$ cat config.mk
export PLATFORM = sky130hd
export DESIGN_NAME = htr_handler
export DESIGN_NICKNAME = d
export VERILOG_FILES = /design/src/htr_pkg.sv /design/src/htr_cnf_tx.sv /design/src/htr_handler.sv
export VERILOG_INCLUDE_DIRS = /design/src
export SDC_FILE = /design/constraint.sdc
export NUM_CORES = 1
export LEC_CHECK = 0
export ABC_AREA = 1
export BUFFER_PORTS_ARGS = -buffer_cell sky130_fd_sc_hd__buf_2
export CAP_MARGIN = 30
export CORE_MARGIN = 2
export CORE_UTILIZATION = 55
export DETAILED_ROUTE_END_ITERATION = 8
export GPL_ROUTABILITY_DRIVEN = 0
export PLACE_DENSITY = 0.8
export SLEW_MARGIN = 20
export SYNTH_ARGS = -nofsm -noshare
export SYNTH_HDL_FRONTEND = slang
export SYNTH_SLANG_ARGS = --single-unit
$ cat constraint.sdc
create_clock -name i_clk_sys -period 3.4 [get_ports i_clk_sys]
set_input_delay 1.02 -clock i_clk_sys [delete_from_list [all_inputs] [get_ports i_clk_sys]]
set_output_delay 1.02 -clock i_clk_sys [all_outputs]
set_load 0.005 [all_outputs]
$ cat src/htr_consts.svh
/*
 holds the offsets, field positions, reset values and timing counts
 of the tuner request handler; assumes inclusion by bare name
*/
`ifndef HTR_CONSTS_SVH
`define HTR_CONSTS_SVH

// ==========================================================
// message tags
`define HTR_TAG_OOB_REQ 24'h9F8406
`define HTR_TAG_OOB_CNF 24'h9F8407
`define HTR_TAG_IB_REQ 24'h9F8408
`define HTR_TAG_IB_CNF 24'h9F8409
`define HTR_CNF_LEN 8'h01

// ==========================================================
// status codes
`define HTR_ST_OK 8'h00
`define HTR_OOB_ABSENT 8'h01
`define HTR_OOB_BUSY 8'h02
`define HTR_OOB_BADPAR 8'h03
`define HTR_OOB_OTHER 8'h04
`define HTR_IB_BADFREQ 8'h01
`define HTR_IB_BADMOD 8'h02
`define HTR_IB_HWFAIL 8'h03
`define HTR_IB_BUSY 8'h04

// ==========================================================
// field values
`define HTR_TT_SOURCE 8'h00
`define HTR_TT_FREQ 8'h01
`define HTR_MOD_Q64 8'h00
`define HTR_MOD_Q256 8'h01
`define HTR_OOB_BASE_50K 12'h3E8
`define HTR_OOB_LEN 8'h03
`define HTR_IB_SRC_LEN 8'h03
`define HTR_IB_FRQ_LEN 8'h04

// ==========================================================
// timing
`define HTR_OOB_WAIT_MS 500
`define HTR_CLK_KHZ 25000

// ==========================================================
// registers and fields
`define HTR_REG_CTRL 8'h00
`define HTR_REG_IRQ_STAT 8'h04
`define HTR_REG_IRQ_MASK 8'h08
`define HTR_REG_LAST 8'h0C
`define HTR_CTRL_IB_FORCE 0
`define HTR_CTRL_OOB_OFF 1
`define HTR_IRQ_OOB_CNF 0
`define HTR_IRQ_IB_CNF 1
`define HTR_IRQ_OOB_TMO 2
`define HTR_IRQ_BAD_MSG 3
`define HTR_CTRL_RST 2'h0
`define HTR_MASK_RST 4'h0

`endif

$ cat src/htr_pkg.sv
/*
 types of the tuner request handler; assumes htr_consts.svh beside it
*/
`default_nettype none
package htr_pkg;
   typedef enum logic [1:0] {HTR_R2048, HTR_R1544, HTR_R3088} htr_rate_t;
   typedef enum {S_TAG, S_LEN, S_BODY, S_EXEC, S_WAIT, S_SEND} htr_state_t;
   typedef struct packed {
      logic [11:0] freq_50khz;
      htr_rate_t rate;
      logic inverted;
   } htr_oob_cfg_t;
   typedef struct packed {
      logic by_source;
      logic no_source;
      logic [15:0] code;
      logic qam256;
   } htr_ib_cmd_t;
endpackage : htr_pkg
`default_nettype wire

$ cat src/htr_cnf_tx.sv
/*
 sends one confirm message: three tag bytes, length, status;
 assumes the receiving logic takes one byte per clock
*/
`timescale 1ns/1ps
`default_nettype none
`include "htr_consts.svh"
module htr_cnf_tx (
   // clock and reset
   input wire logic i_clk_sys,
   input wire logic i_rstn,
   // request
   input wire logic i_go,
   input wire logic [23:0] i_tag,
   input wire logic [7:0] i_status,
   // byte stream
   output logic o_valid,
   output logic [7:0] o_byte,
   output logic o_last,
   output logic o_busy
);
   logic [2:0] idx_q;
   logic [23:0] tag_q;
   logic [7:0] st_q;

   // ==========================================================
   // sequencing
   always_ff @(posedge i_clk_sys or negedge i_rstn) begin
      if (!i_rstn) begin
         idx_q <= 3'h0;
         tag_q <= 24'h0;
         st_q <= 8'h0;
         o_busy <= 1'b0;
      end else if (i_go && !o_busy) begin
         idx_q <= 3'h0;
         tag_q <= i_tag;
         st_q <= i_status;
         o_busy <= 1'b1;
      end else if (o_busy) begin
         idx_q <= idx_q + 3'h1;
         if (idx_q == 3'h4) begin
            o_busy <= 1'b0;
         end
      end
   end

   always_ff @(posedge i_clk_sys or negedge i_rstn) begin
      if (!i_rstn) begin
         o_valid <= 1'b0;
         o_byte <= 8'h0;
         o_last <= 1'b0;
      end else begin
         o_valid <= o_busy;
         o_last <= o_busy && idx_q == 3'h4;
         case (idx_q)
            3'h0: o_byte <= tag_q[23:16];
            3'h1: o_byte <= tag_q[15:8];
            3'h2: o_byte <= tag_q[7:0];
            3'h3: o_byte <= `HTR_CNF_LEN;
            default: o_byte <= st_q;
         endcase
      end
   end
endmodule : htr_cnf_tx
`default_nettype wire

$ cat src/htr_handler.sv
/*
 tuner request handler: parses receiver and in-band tune requests
 from the security module and answers each with one confirm;
 assumes message bytes, tuner status and policy inputs all come
 from logic on i_clk_sys
*/
// Functional notes
// (RULE1) module requests receiver setup by message
// (RULE2) one confirm for every receiver request
// (RULE3) confirm after acquisition or 500 ms
// (RULE4) receiver frequency is code*0.05 plus 50
// (RULE5) frequency sent MS first, top bits zero
// (RULE6) rate bits select 2048, 1544, 3088
// (RULE7) bit 0 selects spectrum inversion
// (RULE8) status zero means granted and configured
// (RULE9) denial codes absent, busy, params, other
// (RULE10) module requests in-band tuning by message
// (RULE11) tune type selects source or frequency
// (RULE12) source code zero means no source
// (RULE13) in-band frequency is code times 0.05
// (RULE14) modulation zero QAM-64, one QAM-256
// (RULE15) in-band confirm carries tag, length, status
// (RULE16) in-band codes accepted through tuner busy
// (RULE17) grant in-band only under homing policy; CTRL bit 0 lifts the policy check, not the hw fail, busy or field checks
// (RULE18) reserved codes answered with a rejection
`timescale 1ns/1ps
`default_nettype none
`include "htr_consts.svh"
module htr_handler #(
   parameter int unsigned P_WAIT_CYC = `HTR_OOB_WAIT_MS * `HTR_CLK_KHZ
) (
   // clock and reset
   input wire logic i_clk_sys,
   input wire logic i_rstn,
   // request bytes from the security module
   input wire logic i_rx_valid,
   input wire logic i_rx_first,
   input wire logic [7:0] i_rx_byte,
   output logic o_rx_ready,
   // confirm bytes to the security module
   output logic o_tx_valid,
   output logic [7:0] o_tx_byte,
   output logic o_tx_last,
   // receiver tuner
   input wire logic i_oob_absent,
   input wire logic i_oob_busy,
   input wire logic i_oob_locked,
   output htr_pkg::htr_oob_cfg_t o_oob_cfg,
   output logic o_oob_start,
   // in-band tuner
   input wire logic i_ib_busy,
   input wire logic i_ib_hw_fail,
   input wire logic i_ib_freq_bad,
   output htr_pkg::htr_ib_cmd_t o_ib_cmd,
   output logic o_ib_start,
   // grant policy
   input wire logic i_homing_open,
   input wire logic i_standby,
   input wire logic i_fw_upgrade,
   // register port
   input wire logic [7:0] i_addr,
   input wire logic [31:0] i_wdata,
   input wire logic i_wr,
   input wire logic i_rd,
   output logic [31:0] o_rdata,
   output logic o_irq
);
   import htr_pkg::*;

   htr_state_t state_q;
   logic [23:0] tag_q;
   logic [7:0] len_q;
   logic [7:0] cnt_q;
   logic [7:0] body_q [4];
   logic [23:0] wait_q;
   logic go_q;
   logic [23:0] ctag_q;
   logic [7:0] cst_q;
   logic tx_busy;
   logic tx_valid;
   logic [7:0] tx_byte;
   logic tx_last;
   logic [1:0] ctrl_q;
   logic [3:0] stat_q;
   logic [3:0] mask_q;
   logic [3:0] ev;
   logic [7:0] last_oob_q;
   logic [7:0] last_ib_q;
   logic [7:0] oob_st;
   logic [7:0] ib_st;
   logic ib_allow;

   // ==========================================================
   // request checks
   always_comb begin
      oob_st = `HTR_ST_OK;
      if (i_oob_absent || ctrl_q[`HTR_CTRL_OOB_OFF]) begin
         oob_st = `HTR_OOB_ABSENT; // RULE9
      end else if (i_oob_busy) begin
         oob_st = `HTR_OOB_BUSY; // RULE9
      end else if (len_q != `HTR_OOB_LEN || body_q[0][7:3] != 5'h00
                   || body_q[2][5:1] != 5'h00) begin
         oob_st = `HTR_OOB_BADPAR; // RULE5 RULE7 RULE9
      end
   end

   // a tuner hardware failure is reported before policy so the module
   // learns of a broken tuner even while access is withheld
   assign ib_allow = ctrl_q[`HTR_CTRL_IB_FORCE]
      || (i_homing_open && (i_standby || i_fw_upgrade)); // RULE17

   always_comb begin
      ib_st = `HTR_ST_OK;
      if (i_ib_hw_fail) begin
         ib_st = `HTR_IB_HWFAIL; // RULE16
      end else if (!ib_allow || i_ib_busy) begin
         ib_st = `HTR_IB_BUSY; // RULE16 RULE17
      end else if (body_q[0] == `HTR_TT_SOURCE) begin
         if (len_q != `HTR_IB_SRC_LEN) begin
            ib_st = `HTR_IB_BADFREQ; // RULE18
         end
      end else if (body_q[0] == `HTR_TT_FREQ) begin
         if (len_q != `HTR_IB_FRQ_LEN || i_ib_freq_bad) begin
            ib_st = `HTR_IB_BADFREQ; // RULE16
         end else if (body_q[3] != `HTR_MOD_Q64
                      && body_q[3] != `HTR_MOD_Q256) begin
            ib_st = `HTR_IB_BADMOD; // RULE14 RULE18
         end
      end else begin
         ib_st = `HTR_IB_BADFREQ; // RULE11 RULE18
      end
   end

   // ==========================================================
   // message parser and sequencer
   always_ff @(posedge i_clk_sys or negedge i_rstn) begin
      if (!i_rstn) begin
         state_q <= S_TAG;
         tag_q <= 24'h0;
         len_q <= 8'h0;
         cnt_q <= 8'h0;
         body_q <= '{default: 8'h0};
         wait_q <= 24'h0;
         go_q <= 1'b0;
         ctag_q <= 24'h0;
         cst_q <= 8'h0;
         o_rx_ready <= 1'b1;
         o_oob_start <= 1'b0;
         o_ib_start <= 1'b0;
      end else begin
         go_q <= 1'b0;
         o_oob_start <= 1'b0;
         o_ib_start <= 1'b0;
         case (state_q)
            S_TAG, S_LEN, S_BODY: begin
               if (i_rx_valid && (i_rx_first || state_q == S_TAG)) begin
                  tag_q <= {tag_q[15:0], i_rx_byte};
                  cnt_q <= i_rx_first ? 8'h1 : cnt_q + 8'h1;
                  if (!i_rx_first && cnt_q == 8'h2) begin
                     state_q <= S_LEN;
                  end else begin
                     state_q <= S_TAG;
                  end
               end else if (i_rx_valid && state_q == S_LEN) begin
                  // only the short length form fits these messages
                  len_q <= i_rx_byte;
                  cnt_q <= 8'h0;
                  if (i_rx_byte == 8'h00) begin
                     state_q <= S_EXEC;
                     o_rx_ready <= 1'b0;
                  end else begin
                     state_q <= S_BODY;
                  end
               end else if (i_rx_valid) begin
                  if (cnt_q < 8'h4) begin
                     body_q[cnt_q[1:0]] <= i_rx_byte; // RULE5 RULE13
                  end
                  cnt_q <= cnt_q + 8'h1;
                  if (cnt_q + 8'h1 == len_q) begin
                     state_q <= S_EXEC;
                     o_rx_ready <= 1'b0;
                  end
               end
            end
            S_EXEC: begin
               if (tag_q == `HTR_TAG_OOB_REQ) begin
                  ctag_q <= `HTR_TAG_OOB_CNF;
                  if (oob_st == `HTR_ST_OK) begin
                     o_oob_start <= 1'b1;
                     wait_q <= 24'h0;
                     state_q <= S_WAIT;
                  end else begin
                     cst_q <= oob_st; // RULE2 RULE9
                     go_q <= 1'b1;
                     state_q <= S_SEND;
                  end
               end else if (tag_q == `HTR_TAG_IB_REQ) begin
                  ctag_q <= `HTR_TAG_IB_CNF; // RULE15
                  cst_q <= ib_st; // RULE16 RULE18
                  o_ib_start <= ib_st == `HTR_ST_OK;
                  go_q <= 1'b1;
                  state_q <= S_SEND;
               end else begin
                  // unknown messages are dropped without an answer
                  state_q <= S_TAG;
                  cnt_q <= 8'h0;
                  o_rx_ready <= 1'b1;
               end
            end
            S_WAIT: begin
               if (i_oob_locked) begin
                  cst_q <= `HTR_ST_OK; // RULE3 RULE8
                  go_q <= 1'b1;
                  state_q <= S_SEND;
               end else if (wait_q == 24'(P_WAIT_CYC - 1)) begin
                  cst_q <= `HTR_OOB_OTHER; // RULE3 RULE9
                  go_q <= 1'b1;
                  state_q <= S_SEND;
               end else begin
                  wait_q <= wait_q + 24'h1;
               end
            end
            default: begin
               if (!go_q && !tx_busy) begin
                  state_q <= S_TAG;
                  cnt_q <= 8'h0;
                  o_rx_ready <= 1'b1;
               end
            end
         endcase
      end
   end

   // ==========================================================
   // tuner settings
   always_ff @(posedge i_clk_sys or negedge i_rstn) begin
      if (!i_rstn) begin
         o_oob_cfg <= '0;
      end else if (state_q == S_EXEC && tag_q == `HTR_TAG_OOB_REQ
                   && oob_st == `HTR_ST_OK) begin
         o_oob_cfg.freq_50khz <= {1'b0, body_q[0][2:0], body_q[1]}
            + `HTR_OOB_BASE_50K; // RULE4
         case (body_q[2][7:6])
            2'b10: o_oob_cfg.rate <= HTR_R1544; // RULE6
            2'b11: o_oob_cfg.rate <= HTR_R3088; // RULE6
            default: o_oob_cfg.rate <= HTR_R2048; // RULE6
         endcase
         o_oob_cfg.inverted <= body_q[2][0]; // RULE7
      end
   end

   always_ff @(posedge i_clk_sys or negedge i_rstn) begin
      if (!i_rstn) begin
         o_ib_cmd <= '0;
      end else if (state_q == S_EXEC && tag_q == `HTR_TAG_IB_REQ
                   && ib_st == `HTR_ST_OK) begin
         o_ib_cmd.by_source <= body_q[0] == `HTR_TT_SOURCE; // RULE11
         o_ib_cmd.code <= {body_q[1], body_q[2]}; // RULE12 RULE13
         o_ib_cmd.no_source <= body_q[0] == `HTR_TT_SOURCE
            && {body_q[1], body_q[2]} == 16'h0000; // RULE12
         o_ib_cmd.qam256 <= body_q[0] == `HTR_TT_FREQ
            && body_q[3] == `HTR_MOD_Q256; // RULE14
      end
   end

   // ==========================================================
   // confirm output
   htr_cnf_tx u_cnf_tx (
      .i_clk_sys(i_clk_sys),
      .i_rstn(i_rstn),
      .i_go(go_q),
      .i_tag(ctag_q),
      .i_status(cst_q),
      .o_valid(tx_valid),
      .o_byte(tx_byte),
      .o_last(tx_last),
      .o_busy(tx_busy)
   );

   // registered again so every top output leaves a flop here
   always_ff @(posedge i_clk_sys or negedge i_rstn) begin
      if (!i_rstn) begin
         o_tx_valid <= 1'b0;
         o_tx_byte <= 8'h0;
         o_tx_last <= 1'b0;
      end else begin
         o_tx_valid <= tx_valid;
         o_tx_byte <= tx_byte;
         o_tx_last <= tx_last;
      end
   end

   // ==========================================================
   // registers and interrupt
   always_comb begin
      ev = 4'h0;
      ev[`HTR_IRQ_OOB_CNF] = go_q && ctag_q == `HTR_TAG_OOB_CNF;
      ev[`HTR_IRQ_IB_CNF] = go_q && ctag_q == `HTR_TAG_IB_CNF;
      ev[`HTR_IRQ_OOB_TMO] = state_q == S_WAIT && !i_oob_locked
         && wait_q == 24'(P_WAIT_CYC - 1);
      ev[`HTR_IRQ_BAD_MSG] = state_q == S_EXEC
         && tag_q != `HTR_TAG_OOB_REQ && tag_q != `HTR_TAG_IB_REQ;
   end

   always_ff @(posedge i_clk_sys or negedge i_rstn) begin
      if (!i_rstn) begin
         ctrl_q <= `HTR_CTRL_RST;
         mask_q <= `HTR_MASK_RST;
      end else if (i_wr && i_addr == `HTR_REG_CTRL) begin
         ctrl_q <= i_wdata[1:0];
      end else if (i_wr && i_addr == `HTR_REG_IRQ_MASK) begin
         mask_q <= i_wdata[3:0];
      end
   end

   // a new event wins over a write-one clear in the same cycle
   always_ff @(posedge i_clk_sys or negedge i_rstn) begin
      if (!i_rstn) begin
         stat_q <= 4'h0;
      end else if (i_wr && i_addr == `HTR_REG_IRQ_STAT) begin
         stat_q <= (stat_q & ~i_wdata[3:0]) | ev;
      end else begin
         stat_q <= stat_q | ev;
      end
   end

   always_ff @(posedge i_clk_sys or negedge i_rstn) begin
      if (!i_rstn) begin
         last_oob_q <= 8'h0;
         last_ib_q <= 8'h0;
      end else if (ev[`HTR_IRQ_OOB_CNF]) begin
         last_oob_q <= cst_q;
      end else if (ev[`HTR_IRQ_IB_CNF]) begin
         last_ib_q <= cst_q;
      end
   end

   always_ff @(posedge i_clk_sys or negedge i_rstn) begin
      if (!i_rstn) begin
         o_rdata <= 32'h0;
         o_irq <= 1'b0;
      end else begin
         o_irq <= |(stat_q & mask_q);
         o_rdata <= 32'h0;
         if (i_rd && i_addr == `HTR_REG_CTRL) begin
            o_rdata <= {30'h0, ctrl_q};
         end else if (i_rd && i_addr == `HTR_REG_IRQ_STAT) begin
            o_rdata <= {28'h0, stat_q};
         end else if (i_rd && i_addr == `HTR_REG_IRQ_MASK) begin
            o_rdata <= {28'h0, mask_q};
         end else if (i_rd && i_addr == `HTR_REG_LAST) begin
            o_rdata <= {15'h0, !o_rx_ready, last_ib_q, last_oob_q};
         end
      end
   end
endmodule : htr_handler
`default_nettype wire

# After elaboration in Yosys (flattened, before gate mapping)
# Index checks and enable logic that the tools add are counted.
# totals
reg_bits,313
latchBits,0
ramBits,0
mem_bits_ro,0
input_bits,63
n_memories,0
# classes
add_sub_neg,4
multipliers,0
div_mod_pow,0
n_lt_le_gt_ge,3
eq_ne,45
n_shift,0
mux,80
bitwise_logic,11
n_reduce_logical,72
# ops
operator,n
two-way mux 32 bit,8
two-way mux 8 bit,19
two-way mux 24 bit,6
"== test 24 bit, second input constant",5
"== test 32 x 2 -> 1 bit, second input constant",3
one-hot mux 32 bit (3 select lines),1
two-way mux 17 bit,4
"== test 32 x 3 -> 1 bit, second input constant",2
zero test 32 bit,2
"inequality test 24 bit, second input constant",2
one-hot mux 24 bit (2 select lines),1
zero test 8 bit,5
bitwise mux 32 bit,1
"== test 32 x 1 -> 1 bit, second input constant",1
"== test 32 x 4 -> 1 bit, second input constant",1
one-hot mux 8 bit (4 select lines),1
logical AND 1 bit,28
two-way mux 1 bit,26
"adder 24 x 1 -> 24 bit, second input constant",1
one-hot mux 8 bit (3 select lines),1
"inequality test 3 bit, second input constant",6
demux 8 bit (select 2 bit),1
"== test 8 x 1 -> 1 bit, second input constant",2
"== test 8 x 4 -> 1 bit, second input constant",2
other kinds (46),86

# Longest topological paths before layout
# depth
word_depth,12
depth_mapped,14

# Cells and area by module
# From an unflattened synthesis, not the netlist that was laid out.
# unflattened
cells_unflattened,1288
hier_area_um2,10720.3
# by_module_without_submodules
mod,n_inst,cells_each,area_per_inst_um2,seq_area_each_um2
htr_handler,1,1049,8642.0,4455.5
htr_cnf_tx,1,239,2078.2,1151.1

# Worst setup path after synthesis
# OpenSTA, ideal clock, no wires.
# synth_path
path_type,input port to flip-flop
start,input port i_rx_valid
end,register body_q[23] (netlist name)
setup_time_ps,131
arrival_ps,2100
setup_slack_ps,1170
stages,9
path_cell_list,inv_1 nor2_1 a21boi_2 inv_2 nor3_4 nand3_1 clkbuf_1 nand2_1 o21ai_0
# synth_between
elab_chain_len,3
elab_cells_between_ends,5
classes_between,2 x bitwise; 3 x reduce/logical
# synth_rtl
item,line_no,source
start: declaration,htr_handler.sv:36,"input wire logic i_rx_valid,"
"logical AND 1 bit, on equally long branches","htr_handler.sv:164, htr_handler.sv:156",
inverter 1 bit (no source line),--,
AND reduction 5 bit (no source line) (*),--,
end signal: indexed assignment,htr_handler.sv:176,body_q[cnt_q[1:0]] <= i_rx_byte;
end: declaration,htr_handler.sv:74,logic [7:0] body_q [4];
# Mark *: on every way between the ends. The rest lies on a longest branch, timed or not.
# A chain may end at the register's enable or synchronous reset.

# Worst setup path after layout
# layout_path
start,register body_q[26] (netlist name)
end,register o_ib_cmd[1] (netlist name)
# layout_between
elab_chain_len,7
elab_cells_between_ends,8
classes_between,1 x eq/ne; 4 x mux; 3 x reduce/logical
# layout_rtl
item,line_no,source
== test 8 x 1 -> 1 bit (no source line),--,
two-way mux 8 bit,htr_handler.sv:122,end else if (body_q[0] == `HTR_TT_FREQ) begin
two-way mux 8 bit (*),htr_handler.sv:118,end else if (body_q[0] == `HTR_TT_SOURCE) begin
two-way mux 8 bit (*),htr_handler.sv:116,end else if (!ib_allow || i_ib_busy) begin
two-way mux 8 bit (*),htr_handler.sv:114,if (i_ib_hw_fail) begin
zero test 8 bit (no source line) (*),--,
logical AND 1 bit (no source line) (*),--,
end: declaration,htr_handler.sv:54,"output htr_pkg::htr_ib_cmd_t o_ib_cmd,"
# Marks and branches as above.

==> run metrics <==
Clock Tree Root=clkbuf_16; Final ANT Viol Nets=0; multi-input logic area=3830 um^2; cells on worst reg2reg path=7; layout cell share with drive strength beyond 1=12.4%; Starting Density=56.4%; crit path max fanout=20; final setup margin=838 ps; CTS max path bufs=2; full die area=18100 um^2; Rows=47; largest cells by area after synthesis=dfrtp_1 (51%), nand2_1 (14%), o21ai_0 (5.9%), inv_1 (4.9%), nor2_1 (4.1%); Final Cycle Share=75.4%; vias per inst=5.29; Comb pwr share=21.0%; Worst Max-Slew Pin Slew=800 ps; WL final=21000 um; largest net degree at the start of global routing=101; dpl cells=1447; cell repeated most along the worst path=nand2_1; clock share of power=32.5%; synthesized area per cell=8.13 um^2; CTS Buf Count=17; worst flop-to-flop path startpoint=body_q[26]; num ports=143; CTS tree=built; Switch Pwr=2.17 mW; Worst EP required=3730 ps; initial DRC count=595; I/O Buffers=88; Layout Cells excl Fill=1479; vias in the first global route=7263; Hold WC Path Type=flip-flop to flip-flop; fill count=1382; WP buf/inv=0; hold_buf cts=0; FMAX=390 MHz; Seq pwr share=46.5%; # setup viols final=0; Max VDD drop=0.475 mV; r2r setup slk=840 ps; Reg-to-Reg End=o_ib_cmd[1]; Post-synth top cells=nand2_1 (358), dfrtp_1 (193), inv_1 (122), o21ai_0 (111), nor2_1 (103); Mapped Area=9390 um^2; WP data arrival=2890 ps; internal power=4.36 mW; async set-reset flop share out of synthesis=100%; minimum clock period=2560 ps; Slew HR=46.7%; status=complete, no violations; # Max-Cap Violations=0; Post-synth EDFFs=0; DRC viols=0; RSZ-0062 raised after global routing=false; final hold viol count=0; cells after synthesis=1154; Distinct cells, synth=47; critical-path cell list=or2_1 -> nor3_1 -> nand2_1 -> a31oi_1 -> nand2_1 -> nand2_1 -> nand2_1; Max stage delay on crit path=480 ps; Placed Area=9990 um^2; Clock Pin Slew Worst Setup and Hold Paths=70 ps; GRT Total Usage=24.0%; area fraction of the dominant cell type after synthesis=51.4%; crit path to=o_ib_cmd[1]; via count=7821; CP max-delay cell=nor3_1; prevailing post-synth register cell=dfrtp_1; Slew Viols, Final=0; Synth Register Bits=194; post-route cell area=10600 um^2; post-CTS resize count=0; H-tree Lvls=4; global route overflow=0; Design Power=6.53 mW; post-synth top area cell=dfrtp_1; count leader, synth=nand2_1; Ys Warns=0; chip width=135 um; nets=1320; pre-CTS WS=625 ps; setup bufs post-CTS=0; sequential-to-total area share from yosys stat=51.7%; critical path's top delay family=simple AND/OR/NAND/NOR gates; Sw Share=33.2%; HPWL Detailed=14800 um; crit path kind=flip-flop to flip-flop; Leakage=5.51 nW; Crit. path cell count=7; Post-Route Skew=7.35 ps; # diodes=0; WL/cell=14.2 um; area delta synth->final=13.0%; CP Launch Type=flip-flop; clk_lat worst skew=440 ps; Crit. Startpoint=body_q[26]; PwrDens=615 nW/um^2; first-pass GRT wire length=34700 um; initial antenna violation count=0; drt first pass iters=5; Sum Neg Setup Slack=0 ps; CTS sink cnt=194; chip height=135 um; Crit. End Element=flip-flop; register area=4860 um^2; core box area=16600 um^2
-- sequential cells by signal, summed over array words and instances, names as in the netlist, 4 cells and up --
register         cells
wait_q              24
stat_q               4
o_tx_byte            6
o_oob_cfg           15
tag_q               24
u_cnf_tx.o_byte      6
mask_q               4
cnt_q                8
len_q                8
o_rdata              8
o_ib_cmd            19
body_q              32
-- metal layers --
| metal | track usage (%) | wire length [um] | vias up |
|---|---|---|---|
| li1 | - | - | 3841 |
| met2 | 39.2 | 10100 | 221 |
| met5 | 0 | 0 | - |
| met4 | 8.42 | 439 | 0 |
| met3 | 3.94 | 926 | 41 |
| met1 | 32.6 | 9520 | 3718 |
-- stage by stage --
step / utilization, % / hold slack [ps]
2_1_floorplan: - / 331
3_3_place_gp: 60.0 / 332
3_5_place_dp: 60.0 / 335
4_1_cts: 63.8 / 350
5_1_grt: 63.8 / 366
6_report: 63.8 / 349
-- cells by family (layout without fill, tap and decap cells) --
logic type / after synthesis / after routing / share of synthesized area (%)
AO/OA/AOI/OAI: 148 / 148 / 8.78
AND/OR/NAND/NOR: 598 / 598 / 27.0
multiplexers: 3 / 3 / 0.360
flip-flops: 194 / 194 / 51.7
XOR/XNOR: 23 / 23 / 2.15
other: 1 / 26 / 0.0399
adder cells (fa/ha/maj): 11 / 11 / 1.47
buffers and inverters: 176 / 256 / 8.45
-- worst reg2reg max path: cells and delay by family, from the launching register on --
kind	cells	cell delay, ps
simple gates	6	1670
flops	1	420
compound gates	1	370
-- power by group through the flow --
stage	clock network [mW]	registers (mW)	logic (mW)
after floorplan	0	2.96	1.05
after global placement	0	3.05	1.29
after detailed placement	0	3.06	1.35
after CTS	2.13	3.03	1.37
after global routing	2.23	3.09	1.59
final	2.12	3.04	1.37
-- worst min path at each step --
stage                       start            to  slack (ps)  cells past startpoint
3_5_place_dp   u_cnf_tx.o_byte[0]  o_tx_byte[0]         330                      0
6_report       u_cnf_tx.o_byte[0]  o_tx_byte[0]         350                      0
4_1_cts        u_cnf_tx.o_byte[4]  o_tx_byte[4]         350                      0
5_1_grt        u_cnf_tx.o_byte[0]  o_tx_byte[0]         370                      0
3_3_place_gp      u_cnf_tx.o_last     o_tx_last         330                      0
2_1_floorplan  u_cnf_tx.o_byte[0]  o_tx_byte[0]         330                      0
-- layout make-up --
cell class                 count  area share, %
sequential                   194           45.8
multi-input combinational    809           36.1
timing repair buffer          99           5.25
inverter                     125           4.42
clock buffer                  17           4.01
tap                          220           2.59
clock inverter                15           1.84
-- placed cells by master (no fill, tap or decap), types with 17 or more instances in the layout --
master,instances
inv_1,122
conb_1,26
dfrtp_1,193
clkbuf_16,17
nand3_1,62
nor3_1,24
nor2_1,103
nand2_1,358
nand4_1,24
o21ai_0,111
buf_2,87
Power figures use the tool's default switching activity.
